[src/stc_pkg.sv]
// stc_pkg: addresses, field positions, modes and reset values of the split timer
package stc_pkg;
	// ----------------------------------------------------------------
	// special function register addresses
	// ----------------------------------------------------------------
	localparam logic [7:0] ADDR_TCS     = 8'h88;
	localparam logic [7:0] ADDR_TMR     = 8'h89;
	localparam logic [7:0] ADDR_T0_LOW  = 8'h8A;
	localparam logic [7:0] ADDR_TL1     = 8'h8B;
	localparam logic [7:0] ADDR_T0_HIGH = 8'h8C;
	localparam logic [7:0] ADDR_TH1     = 8'h8D;

	// ----------------------------------------------------------------
	// timer_control_status fields
	// ----------------------------------------------------------------
	localparam int TCS_T1_FLAG = 7;
	localparam int TCS_T1_RUN  = 6;
	localparam int TCS_T0_FLAG = 5;
	localparam int TCS_T0_RUN  = 4;

	// ----------------------------------------------------------------
	// timer_mode_register fields
	// ----------------------------------------------------------------
	localparam int TMR_T1_GATE = 7;
	localparam int TMR_T1_SRC  = 6;
	localparam int TMR_T1_MODE = 4;
	localparam int TMR_T0_GATE = 3;
	localparam int TMR_T0_SRC  = 2;
	localparam int TMR_T0_MODE = 0;

	// ----------------------------------------------------------------
	// mode_select_field encodings
	// ----------------------------------------------------------------
	localparam logic [1:0] MODE_13BIT  = 2'h0;
	localparam logic [1:0] MODE_16BIT  = 2'h1;
	localparam logic [1:0] MODE_RELOAD = 2'h2;
	localparam logic [1:0] MODE_SPLIT  = 2'h3;

	// ----------------------------------------------------------------
	// reset values and constants
	// ----------------------------------------------------------------
	localparam logic [7:0]  RST_BYTE   = 8'h00;
	localparam logic [7:0]  BYTE_ONES  = 8'hFF;
	localparam logic [12:0] ONES_13    = 13'h1FFF;
	localparam logic [7:0]  BIT_ONE    = 8'h01;
	localparam logic [3:0]  SYNC_RESET = 4'hF;
endpackage

[src/stc_sync_edge.sv]
// stc_sync_edge: two-flop synchronisers with falling edge detect per input
`timescale 1ns/1ps
`default_nettype none
module stc_sync_edge (
	// clock and reset
	input  wire logic       clk_sys,
	input  wire logic       reset,
	// raw pins
	input  wire logic [3:0] async_in,
	// synchronised level and one-cycle falling edge
	output logic      [3:0] level,
	output logic      [3:0] fall
);
	logic [3:0] meta_q;
	logic [3:0] sync_q;
	logic [3:0] prev_q;

	genvar i;
	generate
		for (i = 0; i < 4; i++) begin : g_bit
			// idle-high pins reset high so release gives no false edge
			always_ff @(posedge clk_sys) begin
				if (reset) begin
					meta_q[i] <= stc_pkg::SYNC_RESET[i];
					sync_q[i] <= stc_pkg::SYNC_RESET[i];
					prev_q[i] <= stc_pkg::SYNC_RESET[i];
				end else begin
					meta_q[i] <= async_in[i];
					sync_q[i] <= meta_q[i];
					prev_q[i] <= sync_q[i];
				end
			end
			assign level[i] = sync_q[i];
			assign fall[i]  = prev_q[i] & ~sync_q[i];
		end
	endgenerate
endmodule
`default_nettype wire

[src/stc_timer_top.sv]
// stc_timer_top: paired timers with split mode and the control/status register
`timescale 1ns/1ps
`default_nettype none
// Overview of operation
// - timer 0 mode 3 splits into two bytes
// - low byte uses timer 0 controls
// - low byte clocks from sysclk or event pin
// - high byte counts system clock only
// - high byte runs on timer 1 run bit
// - high byte overflow sets timer 1 flag
// - timer 1 in mode 3 halts
// - split: timer 1 no external clock, flag
// - timer 1 overflow still gives baud tick
// - control register resets zero, bit addressable
// - run needs gate low or irq high
// - two-bit mode field per timer
module stc_timer_top (
	// clock and reset
	input  wire logic       clk_sys,
	input  wire logic       reset,
	// byte access to special function registers
	input  wire logic       sfr_wr_en,
	input  wire logic       sfr_rd_en,
	input  wire logic [7:0] sfr_addr,
	input  wire logic [7:0] sfr_wdata,
	output logic      [7:0] sfr_rdata_q,
	// bit access
	input  wire logic       sfr_bit_wr_en,
	input  wire logic [7:0] sfr_bit_addr,
	input  wire logic       sfr_bit_wdata,
	// interrupt vectoring acknowledges
	input  wire logic       t0_irq_ack,
	input  wire logic       t1_irq_ack,
	// pins
	input  wire logic       t0_event_pin,
	input  wire logic       t1_event_pin,
	input  wire logic       ext_irq0_input,
	input  wire logic       ext_irq1_input,
	// requests and ticks
	output logic            t0_irq_q,
	output logic            t1_irq_q,
	output logic            baud_tick_q
);
	// ----------------------------------------------------------------
	// state
	// ----------------------------------------------------------------
	logic [7:0] tcs_q, tcs_d, tmr_q, tmr_d;
	logic [7:0] t0_low_count_q, t0_low_count_d;
	logic [7:0] t0_high_count_q, t0_high_count_d;
	logic [7:0] tl1_q, tl1_d, th1_q, th1_d;
	logic [7:0] rdata_d;
	logic       baud_d;
	logic [3:0] pin_lvl, pin_fall;

	// ----------------------------------------------------------------
	// pin synchronisers
	// ----------------------------------------------------------------
	stc_sync_edge u_sync (
		.clk_sys  (clk_sys),
		.reset    (reset),
		.async_in ({ext_irq1_input, ext_irq0_input,
		            t1_event_pin, t0_event_pin}),
		.level    (pin_lvl),
		.fall     (pin_fall)
	);

	// ----------------------------------------------------------------
	// count step: returns {overflow, high, low}
	// ----------------------------------------------------------------
	function automatic logic [16:0] tmr_step(input logic [1:0] mode,
		input logic [7:0] lo, input logic [7:0] hi);
		logic [12:0] c13;
		logic [16:0] r;
		c13 = {hi, lo[4:0]} + 13'h0001;
		case (mode)
			stc_pkg::MODE_13BIT: begin
				r = {({hi, lo[4:0]} == stc_pkg::ONES_13), c13[12:5],
				     lo[7:5], c13[4:0]};
			end
			stc_pkg::MODE_16BIT: begin
				r = {1'b0, hi, lo} + 17'h0_0001;
			end
			stc_pkg::MODE_RELOAD: begin
				r = (lo == stc_pkg::BYTE_ONES) ? {1'b1, hi, hi}
				                                : {1'b0, hi, lo + 8'h01};
			end
			default: begin
				r = {(lo == stc_pkg::BYTE_ONES), hi, lo + 8'h01};
			end
		endcase
		return r;
	endfunction

	// ----------------------------------------------------------------
	// decode and control
	// ----------------------------------------------------------------
	logic        wr_tcs, wr_tmr, wr_t0_low, wr_t0_high, wr_tl1, wr_th1;
	logic [7:0]  tcs_mask, tcs_val, tcs_sw;
	logic [1:0]  t0_mode, t1_mode;
	logic        t0_split, t0_en, t0_tick, t0_inc, t0_ovf;
	logic        t1_en, t1_tick, t1_inc, t1_ovf, t1_set, t0_high_ovf;
	logic [16:0] t0_step, t1_step;

	always_comb begin
		wr_tcs = 1'b0;
		wr_tmr = 1'b0;
		wr_t0_low = 1'b0;
		wr_t0_high = 1'b0;
		wr_tl1 = 1'b0;
		wr_th1 = 1'b0;
		if (sfr_wr_en && sfr_addr == stc_pkg::ADDR_TCS) begin
			wr_tcs = 1'b1;
		end else if (sfr_wr_en && sfr_addr == stc_pkg::ADDR_TMR) begin
			wr_tmr = 1'b1;
		end else if (sfr_wr_en && sfr_addr == stc_pkg::ADDR_T0_LOW) begin
			wr_t0_low = 1'b1;
		end else if (sfr_wr_en && sfr_addr == stc_pkg::ADDR_T0_HIGH) begin
			wr_t0_high = 1'b1;
		end else if (sfr_wr_en && sfr_addr == stc_pkg::ADDR_TL1) begin
			wr_tl1 = 1'b1;
		end else if (sfr_wr_en && sfr_addr == stc_pkg::ADDR_TH1) begin
			wr_th1 = 1'b1;
		end
		// byte write beats a bit write in the same cycle
		if (wr_tcs) begin
			tcs_mask = stc_pkg::BYTE_ONES;
			tcs_val  = sfr_wdata;
		end else if (sfr_bit_wr_en &&
		             sfr_bit_addr[7:3] == stc_pkg::ADDR_TCS[7:3]) begin
			tcs_mask = stc_pkg::BIT_ONE << sfr_bit_addr[2:0];
			tcs_val  = {8{sfr_bit_wdata}};
		end else begin
			tcs_mask = stc_pkg::RST_BYTE;
			tcs_val  = stc_pkg::RST_BYTE;
		end
		tcs_sw = (tcs_q & ~tcs_mask) | (tcs_val & tcs_mask);

		t0_mode  = tmr_q[stc_pkg::TMR_T0_MODE +: 2];
		t1_mode  = tmr_q[stc_pkg::TMR_T1_MODE +: 2];
		t0_split = (t0_mode == stc_pkg::MODE_SPLIT);
		t0_en    = tcs_q[stc_pkg::TCS_T0_RUN] &
		           (~tmr_q[stc_pkg::TMR_T0_GATE] | pin_lvl[2]);
		t0_tick  = tmr_q[stc_pkg::TMR_T0_SRC] ? pin_fall[0] : 1'b1;
		t0_inc   = t0_en & t0_tick;
		t0_step  = tmr_step(t0_mode, t0_low_count_q, t0_high_count_q);
		t0_ovf   = t0_inc & t0_step[16];
		t0_high_ovf = t0_split & tcs_q[stc_pkg::TCS_T1_RUN] &
			(t0_high_count_q == stc_pkg::BYTE_ONES);

		t1_en    = tcs_q[stc_pkg::TCS_T1_RUN] &
		           (~tmr_q[stc_pkg::TMR_T1_GATE] | pin_lvl[3]);
		// split mode steals the external clock from timer 1
		t1_tick  = (tmr_q[stc_pkg::TMR_T1_SRC] & ~t0_split) ?
		           pin_fall[1] : 1'b1;
		t1_inc   = t1_en & t1_tick &
		           (t1_mode != stc_pkg::MODE_SPLIT);
		t1_step  = tmr_step(t1_mode, tl1_q, th1_q);
		t1_ovf   = t1_inc & t1_step[16];
		t1_set   = t0_split ? t0_high_ovf : t1_ovf;
	end

	// ----------------------------------------------------------------
	// next state
	// ----------------------------------------------------------------
	always_comb begin
		tmr_d = wr_tmr ? sfr_wdata : tmr_q;
		tcs_d = tcs_sw;
		// hardware set wins over software clear and over vector clear
		tcs_d[stc_pkg::TCS_T1_FLAG] = t1_set |
			(tcs_mask[stc_pkg::TCS_T1_FLAG] ? tcs_sw[stc_pkg::TCS_T1_FLAG]
			 : (tcs_q[stc_pkg::TCS_T1_FLAG] & ~t1_irq_ack));
		tcs_d[stc_pkg::TCS_T0_FLAG] = t0_ovf |
			(tcs_mask[stc_pkg::TCS_T0_FLAG] ? tcs_sw[stc_pkg::TCS_T0_FLAG]
			 : (tcs_q[stc_pkg::TCS_T0_FLAG] & ~t0_irq_ack));

		// contents carry over unchanged when the mode field changes
		t0_low_count_d = wr_t0_low ? sfr_wdata
			: (t0_inc ? t0_step[7:0] : t0_low_count_q);
		if (wr_t0_high) begin
			t0_high_count_d = sfr_wdata;
		end else if (t0_split) begin
			// split high byte wraps freely and ignores both gates
			if (tcs_q[stc_pkg::TCS_T1_RUN]) begin
				t0_high_count_d = t0_high_count_q + 8'h01;
			end else begin
				t0_high_count_d = t0_high_count_q;
			end
		end else begin
			t0_high_count_d = t0_inc ? t0_step[15:8]
				: t0_high_count_q;
		end
		tl1_d = wr_tl1 ? sfr_wdata : (t1_inc ? t1_step[7:0] : tl1_q);
		th1_d = wr_th1 ? sfr_wdata : (t1_inc ? t1_step[15:8] : th1_q);
		baud_d = t1_ovf;

		rdata_d = sfr_rdata_q;
		if (sfr_rd_en) begin
			if (sfr_addr == stc_pkg::ADDR_TCS) begin
				rdata_d = tcs_q;
			end else if (sfr_addr == stc_pkg::ADDR_TMR) begin
				rdata_d = tmr_q;
			end else if (sfr_addr == stc_pkg::ADDR_T0_LOW) begin
				rdata_d = t0_low_count_q;
			end else if (sfr_addr == stc_pkg::ADDR_T0_HIGH) begin
				rdata_d = t0_high_count_q;
			end else if (sfr_addr == stc_pkg::ADDR_TL1) begin
				rdata_d = tl1_q;
			end else if (sfr_addr == stc_pkg::ADDR_TH1) begin
				rdata_d = th1_q;
			end else begin
				rdata_d = stc_pkg::RST_BYTE;
			end
		end
	end

	// ----------------------------------------------------------------
	// registers
	// ----------------------------------------------------------------
	always_ff @(posedge clk_sys) begin
		if (reset) begin
			tcs_q           <= stc_pkg::RST_BYTE;
			tmr_q           <= stc_pkg::RST_BYTE;
			t0_low_count_q  <= stc_pkg::RST_BYTE;
			t0_high_count_q <= stc_pkg::RST_BYTE;
			tl1_q           <= stc_pkg::RST_BYTE;
			th1_q           <= stc_pkg::RST_BYTE;
			sfr_rdata_q     <= stc_pkg::RST_BYTE;
			t0_irq_q        <= 1'b0;
			t1_irq_q        <= 1'b0;
			baud_tick_q     <= 1'b0;
		end else begin
			tcs_q           <= tcs_d;
			tmr_q           <= tmr_d;
			t0_low_count_q  <= t0_low_count_d;
			t0_high_count_q <= t0_high_count_d;
			tl1_q           <= tl1_d;
			th1_q           <= th1_d;
			sfr_rdata_q     <= rdata_d;
			t0_irq_q        <= tcs_d[stc_pkg::TCS_T0_FLAG];
			t1_irq_q        <= tcs_d[stc_pkg::TCS_T1_FLAG];
			baud_tick_q     <= baud_d;
		end
	end
endmodule
`default_nettype wire

[config.mk]
export PLATFORM = sky130hd
export DESIGN_NAME = stc_timer_top
export DESIGN_NICKNAME = d
export VERILOG_FILES = /design/src/stc_pkg.sv /design/src/stc_sync_edge.sv /design/src/stc_timer_top.sv
export SDC_FILE = /design/constraint.sdc
export NUM_CORES = 1
export LEC_CHECK = 0
export BUFFER_PORTS_ARGS = -buffer_cell sky130_fd_sc_hd__clkbuf_2
export CAP_MARGIN = 10
export CORE_MARGIN = 10
export CORE_UTILIZATION = 34
export DETAILED_ROUTE_END_ITERATION = 6
export GPL_ROUTABILITY_DRIVEN = 0
export GPL_TIMING_DRIVEN = 0
export SLEW_MARGIN = 20
export SYNTH_ARGS = -nofsm -noshare
export SYNTH_HDL_FRONTEND = slang
export SYNTH_SLANG_ARGS = --single-unit
[constraint.sdc]
create_clock -name clk_sys -period 3 [get_ports clk_sys]
set_input_delay 0.6 -clock clk_sys [delete_from_list [all_inputs] [get_ports clk_sys]]
set_output_delay 0.6 -clock clk_sys [all_outputs]
set_load 0.01 [all_outputs]
Word level (Yosys, flattened, before mapping)
Cells that the tools add are included.
{ "totals": {"regBits": 69, "in_bits": 36, "output_inout_bits": 11} }
{ "op_classes": {"add_sub_neg": 7, "n_eq_ne": 23, "shifts": 1, "muxes": 50, "bitwise": 29, "n_reduce_logical": 19} }
{ "ops": {"columns": ["cell", "count"], "rows": [
  ["8-bit two-way mux", 20],
  ["17-bit one-hot mux with 3 select lines", 2],
  ["8-bit equality test (second input constant)", 9],
  ["16-bit by 1-bit adder with 17-bit output (second input constant)", 2],
  ["17-bit two-way mux", 2],
  ["13-bit by 1-bit adder with 13-bit output (second input constant)", 2],
  ["13-bit equality test (second input constant)", 2],
  ["1-bit two-way mux", 26],
  ["8-bit by 1-bit adder with 8-bit output (second input constant)", 3],
  ["8-bit AND", 2],
  ["1-bit AND", 14],
  ["2-bit != test (second input constant)", 4],
  ["8-bit inverter", 1],
  ["8-bit OR", 1],
  ["1-bit by 3-bit left shift with 8-bit output (first input constant)", 1],
  ["1-bit logical AND", 7],
  ["1-bit inverter", 7],
  ["2-bit equality test (second input constant)", 3],
  ["3-bit != test (second input constant)", 2],
  ["2-bit nonzero test", 3],
  ["3-bit nonzero test", 2],
  ["5-bit equality test (second input constant)", 1],
  ["2-bit by 1-bit equality test with 1-bit output (second input constant)", 2],
  ["2-bit zero test", 2],
  ["5 further kinds", 9]
]} }

Logic depth before layout (Yosys ltp)
{ "depth": {"depth_word": 10, "mapped_depth": 9, "ltp_nobuf": 7} }

Hierarchy
Synthesis repeated with hierarchy kept, for this count alone.
{ "hier_totals": {"hier_cells": 628, "hier_area_um2": 4862.2} }
{ "modules_own_cells": {"columns": ["mod", "n_inst", "cells_per_inst", "area_each_um2"], "rows": [
  ["stc_timer_top", 1, 599, 4510.6],
  ["stc_sync_edge", 1, 29, 351.6]
]} }

Worst setup path after synthesis
No wires, ideal clock.
{ "synth_path": {"path_kind": "input port to flip-flop", "from": "input sfr_addr[5]", "to": "register t1_irq_q", "t_arrival_ns": 1.913, "t_required_ns": 2.883, "setup_slack_ns": 0.970, "stages": 5, "cell_sequence": "nor4b_4 and2_2 nand4b_1 a211o_1 a32o_1"} }
{ "synth_between": {"elab_chain_len": 9, "elab_cells_between_ends": 11, "classes_between": "eq/ne (1); mux (4); bitwise (5); reduce/logical (1)"} }
{ "synth_lines": {"columns": ["item", "line", "source"], "rows": [
  ["start, declared", "stc_timer_top.sv:24", "input wire logic [7:0] sfr_addr,"],
  ["8-bit equality test *", "stc_timer_top.sv:111", "if (sfr_wr_en && sfr_addr == stc_pkg::ADDR_TCS) begin"],
  ["1-bit logical AND *", "stc_timer_top.sv:111", null],
  ["1-bit two-way mux *", "stc_timer_top.sv:111", null],
  ["8-bit two-way mux", "stc_timer_top.sv:125", "if (wr_tcs) begin"],
  ["8-bit inverter", "stc_timer_top.sv:136", "tcs_sw = (tcs_q & ~tcs_mask) | (tcs_val & tcs_mask);"],
  ["8-bit AND", "stc_timer_top.sv:136", null],
  ["8-bit OR", "stc_timer_top.sv:136", null],
  ["1-bit two-way mux *", "stc_timer_top.sv:170", "(tcs_mask[stc_pkg::TCS_T1_FLAG] ? tcs_sw[stc_pkg::TCS_T1_FLAG]"],
  ["1-bit OR *", "stc_timer_top.sv:169", "tcs_d[stc_pkg::TCS_T1_FLAG] = t1_set |"],
  ["end signal, assigned", "stc_timer_top.sv:240", "t1_irq_q <= tcs_d[stc_pkg::TCS_T1_FLAG];"],
  ["end, declared", "stc_timer_top.sv:41", "output logic t1_irq_q,"]
]} }
Mark *: on every way between the ends. The rest lies on a longest branch, timed or not.
A chain may end at the register's enable or synchronous reset.

Worst setup path in the final report
{ "layout_path": {"from": "register t0_low_count_q[0]", "to": "register t0_low_count_q[7]"} }
{ "layout_between": {"elab_chain_len": 5, "elab_cells_between_ends": 7, "classes_between": "add/sub (2); eq/ne (1); mux (4)"} }
{ "layout_lines": {"columns": ["item", "line", "source"], "rows": [
  ["start, declared", "stc_timer_top.sv:48", "logic [7:0] t0_low_count_q, t0_low_count_d;"],
  ["start signal, assigned", "stc_timer_top.sv:223", "t0_low_count_q <= stc_pkg::RST_BYTE;"],
  ["start signal, assigned", "stc_timer_top.sv:234", "t0_low_count_q <= t0_low_count_d;"],
  ["8-bit by 1-bit adder with 8-bit output or 8-bit equality test (tied branches)", "stc_timer_top.sv:85, stc_timer_top.sv:88, stc_timer_top.sv:84", null],
  ["17-bit two-way mux", "stc_timer_top.sv:84", "r = (lo == stc_pkg::BYTE_ONES) ? {1'b1, hi, hi}"],
  ["17-bit one-hot mux with 3 select lines *", "stc_timer_top.sv:75", "case (mode)"],
  ["8-bit two-way mux *", "stc_timer_top.sv:178", ": (t0_inc ? t0_step[7:0] : t0_low_count_q);"],
  ["8-bit two-way mux *", "stc_timer_top.sv:177", "t0_low_count_d = wr_t0_low ? sfr_wdata"]
]} }
Mark *: on every way between the ends. The rest lies on a longest branch, timed or not. The select of a mux whose other input is x is not followed.

==> results_dict.tcl <==
set metrics [dict create \
    status "complete, no violations" \
    grt_setup_unrepaired "no" \
    grt_pass1_wl_mm 25.79 \
    setup.worst_path.class "reg -> reg" \
    wl_per_cell_um 20.62 \
    period_minus_slack_ns 2.265 \
    utilization 0.4043 \
    grt_use_met3 0.04502 \
    synth_cells 568 \
    hold_violations 0 \
    cts-resized-gates 0 \
    use_met2 0.2848 \
    grt-ovfl-total 0 \
    fp.dieH_um 135.9 \
    synth.most_common_cell "dfxtp_1" \
    yosysWarnings 0 \
    p_leak_nw 1.972 \
    drive_gt1_frac 0.1898 \
    antenna_found_initial 0 \
    ys_types 71 \
    worstPathRequired_ns 3.24 \
    synth_simple_gate_area_frac 0.2788 \
    synth_top_family_by_area "simple AND/OR/NAND/NOR gates" \
    drc 0 \
    row_count 42 \
    synth_flop_cell "dfxtp_1" \
    first_pass_iters 6 \
    multiInputGateArea_um2 2970 \
    seqCellArea_um2 1341 \
    nFillCells 1333 \
    powerDensity_nw_per_um2 422.5 \
    synth-xor-area-share 0.03834 \
    grt_max_degree 13 \
    pin_count 47 \
    synth-compound-area-share 0.2585 \
    grt_use_met1 0.2280 \
    arrival_ns 2.50 \
    avgSynthCellArea_um2 8.045 \
    chipWidth_um 135.9 \
    grt_usage 0.1799 \
    fin_nets 661 \
    drt-total-wl_mm 16.56 \
    synthMuxAreaShare 0.06627 \
    syn_to_final_growth_pct 16.70 \
    clk_latency_ns 0.35 \
    root_buffer "clkbuf_16" \
    netlist_area_um2 4569 \
    dieArea_um2 18480 \
    diodes 0 \
    whs_ns 0.4070 \
    tightest_slew_ns 0.9270 \
    cp-start-kind "flop" \
    crit_path_end_kind "flop" \
    synth_top_area_cell "dfxtp_1" \
    synth_nets 607 \
    core_area_um2 13190 \
    synth_common_cells "dfxtp_1 (67), nor2_1 (65), nand2_1 (46)" \
    hpwl_mm 12.15 \
    ys_seq_area_frac 0.2935 \
    h-tree-depth 3 \
    hp-class "reg -> reg" \
    synth-seq-cells 67 \
    num_vias 4806 \
    ant_nets 0 \
    start_util 0.3464 \
    cts_hold_buf 0 \
    top_usage_layer "met2" \
    cts_made_buffers 9 \
    synthAdderAreaFrac 0.008215 \
    critPathMaxFanout 8 \
    fmax_ghz 0.4416 \
    ir_drop_uv 371.0 \
    drv_slew 0 \
    drtIter0Drc 830 \
    yosysTopAreaCellShare 0.2935 \
    port_buffers 43 \
    setup_tns_ns 0 \
    clock_skew_ns 0.007877 \
    cts_tree "done" \
    post_cts_buffers 0 \
    async_reset_ff_frac 0 \
    grt_pass1_vias 4505 \
    via_per_inst 5.985 \
    synth.top_cells.by_area "dfxtp_1 (29%), mux2i_1 (6.1%), nor2_1 (5.3%)" \
    clkSlewWorstSetupHoldPaths_ns 0.06 \
    setup-violations-final 0 \
    max_cap_viol_count 0 \
    slew_headroom 0.3783 \
    clockBufferDepth 2 \
    clock-sinks 67 \
    post-route-period-util 0.7549 \
    synth_edf_count 0 \
]
[cell type report]
cell class / instances / area share
Buffer: 42 / 0.04059
Clock buffer: 11 / 0.04552
Clock inverter: 5 / 0.01595
Inverter: 11 / 0.007743
Multi-Input combinational cell: 448 / 0.5570
Sequential cell: 67 / 0.2515
Tap cell: 176 / 0.04130
Timing Repair Buffer: 43 / 0.04036
[worst max-delay path, stage by stage, from the launching register on]
cell and delay [ns]:
dfxtp_1 0.45, ha_1 0.30, nand4_2 0.29, nor4_4 0.54, a21oi_1 0.15, and3_1 0.21, nor4_1 0.22
[power by group]
part,internal (mW),switching [mW],leakage [nW]
combinational,0.0535,0.110,1.27
clock,0.755,0.421,0.156
sequential,0.902,0.0114,0.542
[cell families after synthesis]
kind of cell | after synthesis
adders and majority gates | 3
AOI/OAI and AO/OA | 165
muxes | 30
xor gates and xnor gates | 20
buffers and inverters | 53
DFF | 67
and+or+nand+nor | 230
[flip-flops by register name (all words and copies together), names as in the netlist, named ones only]
| register | count |
|---|---|
| sfr_rdata_q | 8 |
| t0_high_count_q | 8 |
| t0_low_count_q | 8 |
| th1_q | 8 |
| tl1_q | 8 |
| tmr_q | 8 |
| u_sync.level | 4 |
| u_sync.meta_q | 4 |
| u_sync.prev_q | 2 |
| baud_tick_q | 1 |
| t1_irq_q | 1 |
| tcs_q | 1 |
[metal layers]
metal  part of all wire  routed length [µm]  up-vias
met2               0.45                7500      286
met5                  0                   0        -
met1               0.41                6750     2235
met4              0.044                 723        0
li1                   -                   -     2225
met3              0.096                1585       60
[worst paths after layout]
| check | startpoint | end | slack (ns) | cells after the start |
|---|---|---|---|---|
| max | t0_low_count_q[0] | t0_low_count_q[7] | 0.74 | 6 |
| min | u_sync.meta_q[0] | u_sync.level[0] | 0.41 | 1 |
| max reg2reg | t0_low_count_q[0] | t0_low_count_q[7] | 0.74 | 6 |
| min reg2reg | u_sync.meta_q[0] | u_sync.level[0] | 0.41 | 1 |
[placed cells by master (no fill, tap or decap), types with 3 or more instances in the layout]
cell type	netlist	layout
buf_4	4	4
a32oi_1	3	3
o32ai_1	5	5
clkbuf_1	23	24
a311o_1	3	3
nor4_1	4	4
ha_1	3	3
or3_1	7	7
nand2b_1	7	7
nor3_1	12	12
a211oi_2	3	3
mux2i_1	28	28
a211o_1	4	4
nand4_1	5	5
a311oi_1	4	4
a31oi_1	8	8
o21ai_0	38	38
clkbuf_2	0	43
and4_1	3	3
and3_2	3	3
clkbuf_16	0	9
nor2b_1	5	5
o31ai_1	7	7
a21oi_1	28	28
buf_6	4	4
nand2_1	46	46
o22ai_1	6	6
buf_2	11	11
nor2_1	65	65
a211oi_1	24	24
o211ai_1	10	10
inv_1	11	11
xnor2_1	10	10
or2_2	11	11
dfxtp_1	67	67
nand3_1	25	25
and3_1	8	8
nand3b_1	6	6
xor2_1	10	10
[through the flow]
step | cell area [µm²] | cells | total power [mW] | worst slack (ns)
floorplan | 4569 | 568 | 1.009 | 0.9700
global placement | 5005 | 787 | 1.091 | 0.5525
detailed placement | 5005 | 787 | 1.093 | 0.4648
CTS | 5333 | 803 | 2.277 | 0.7747
global route | 5333 | 803 | 2.332 | 0.5443
finish | 5333 | 803 | 2.253 | 0.7353
No activity file was read; power rests on OpenSTA's default activity.
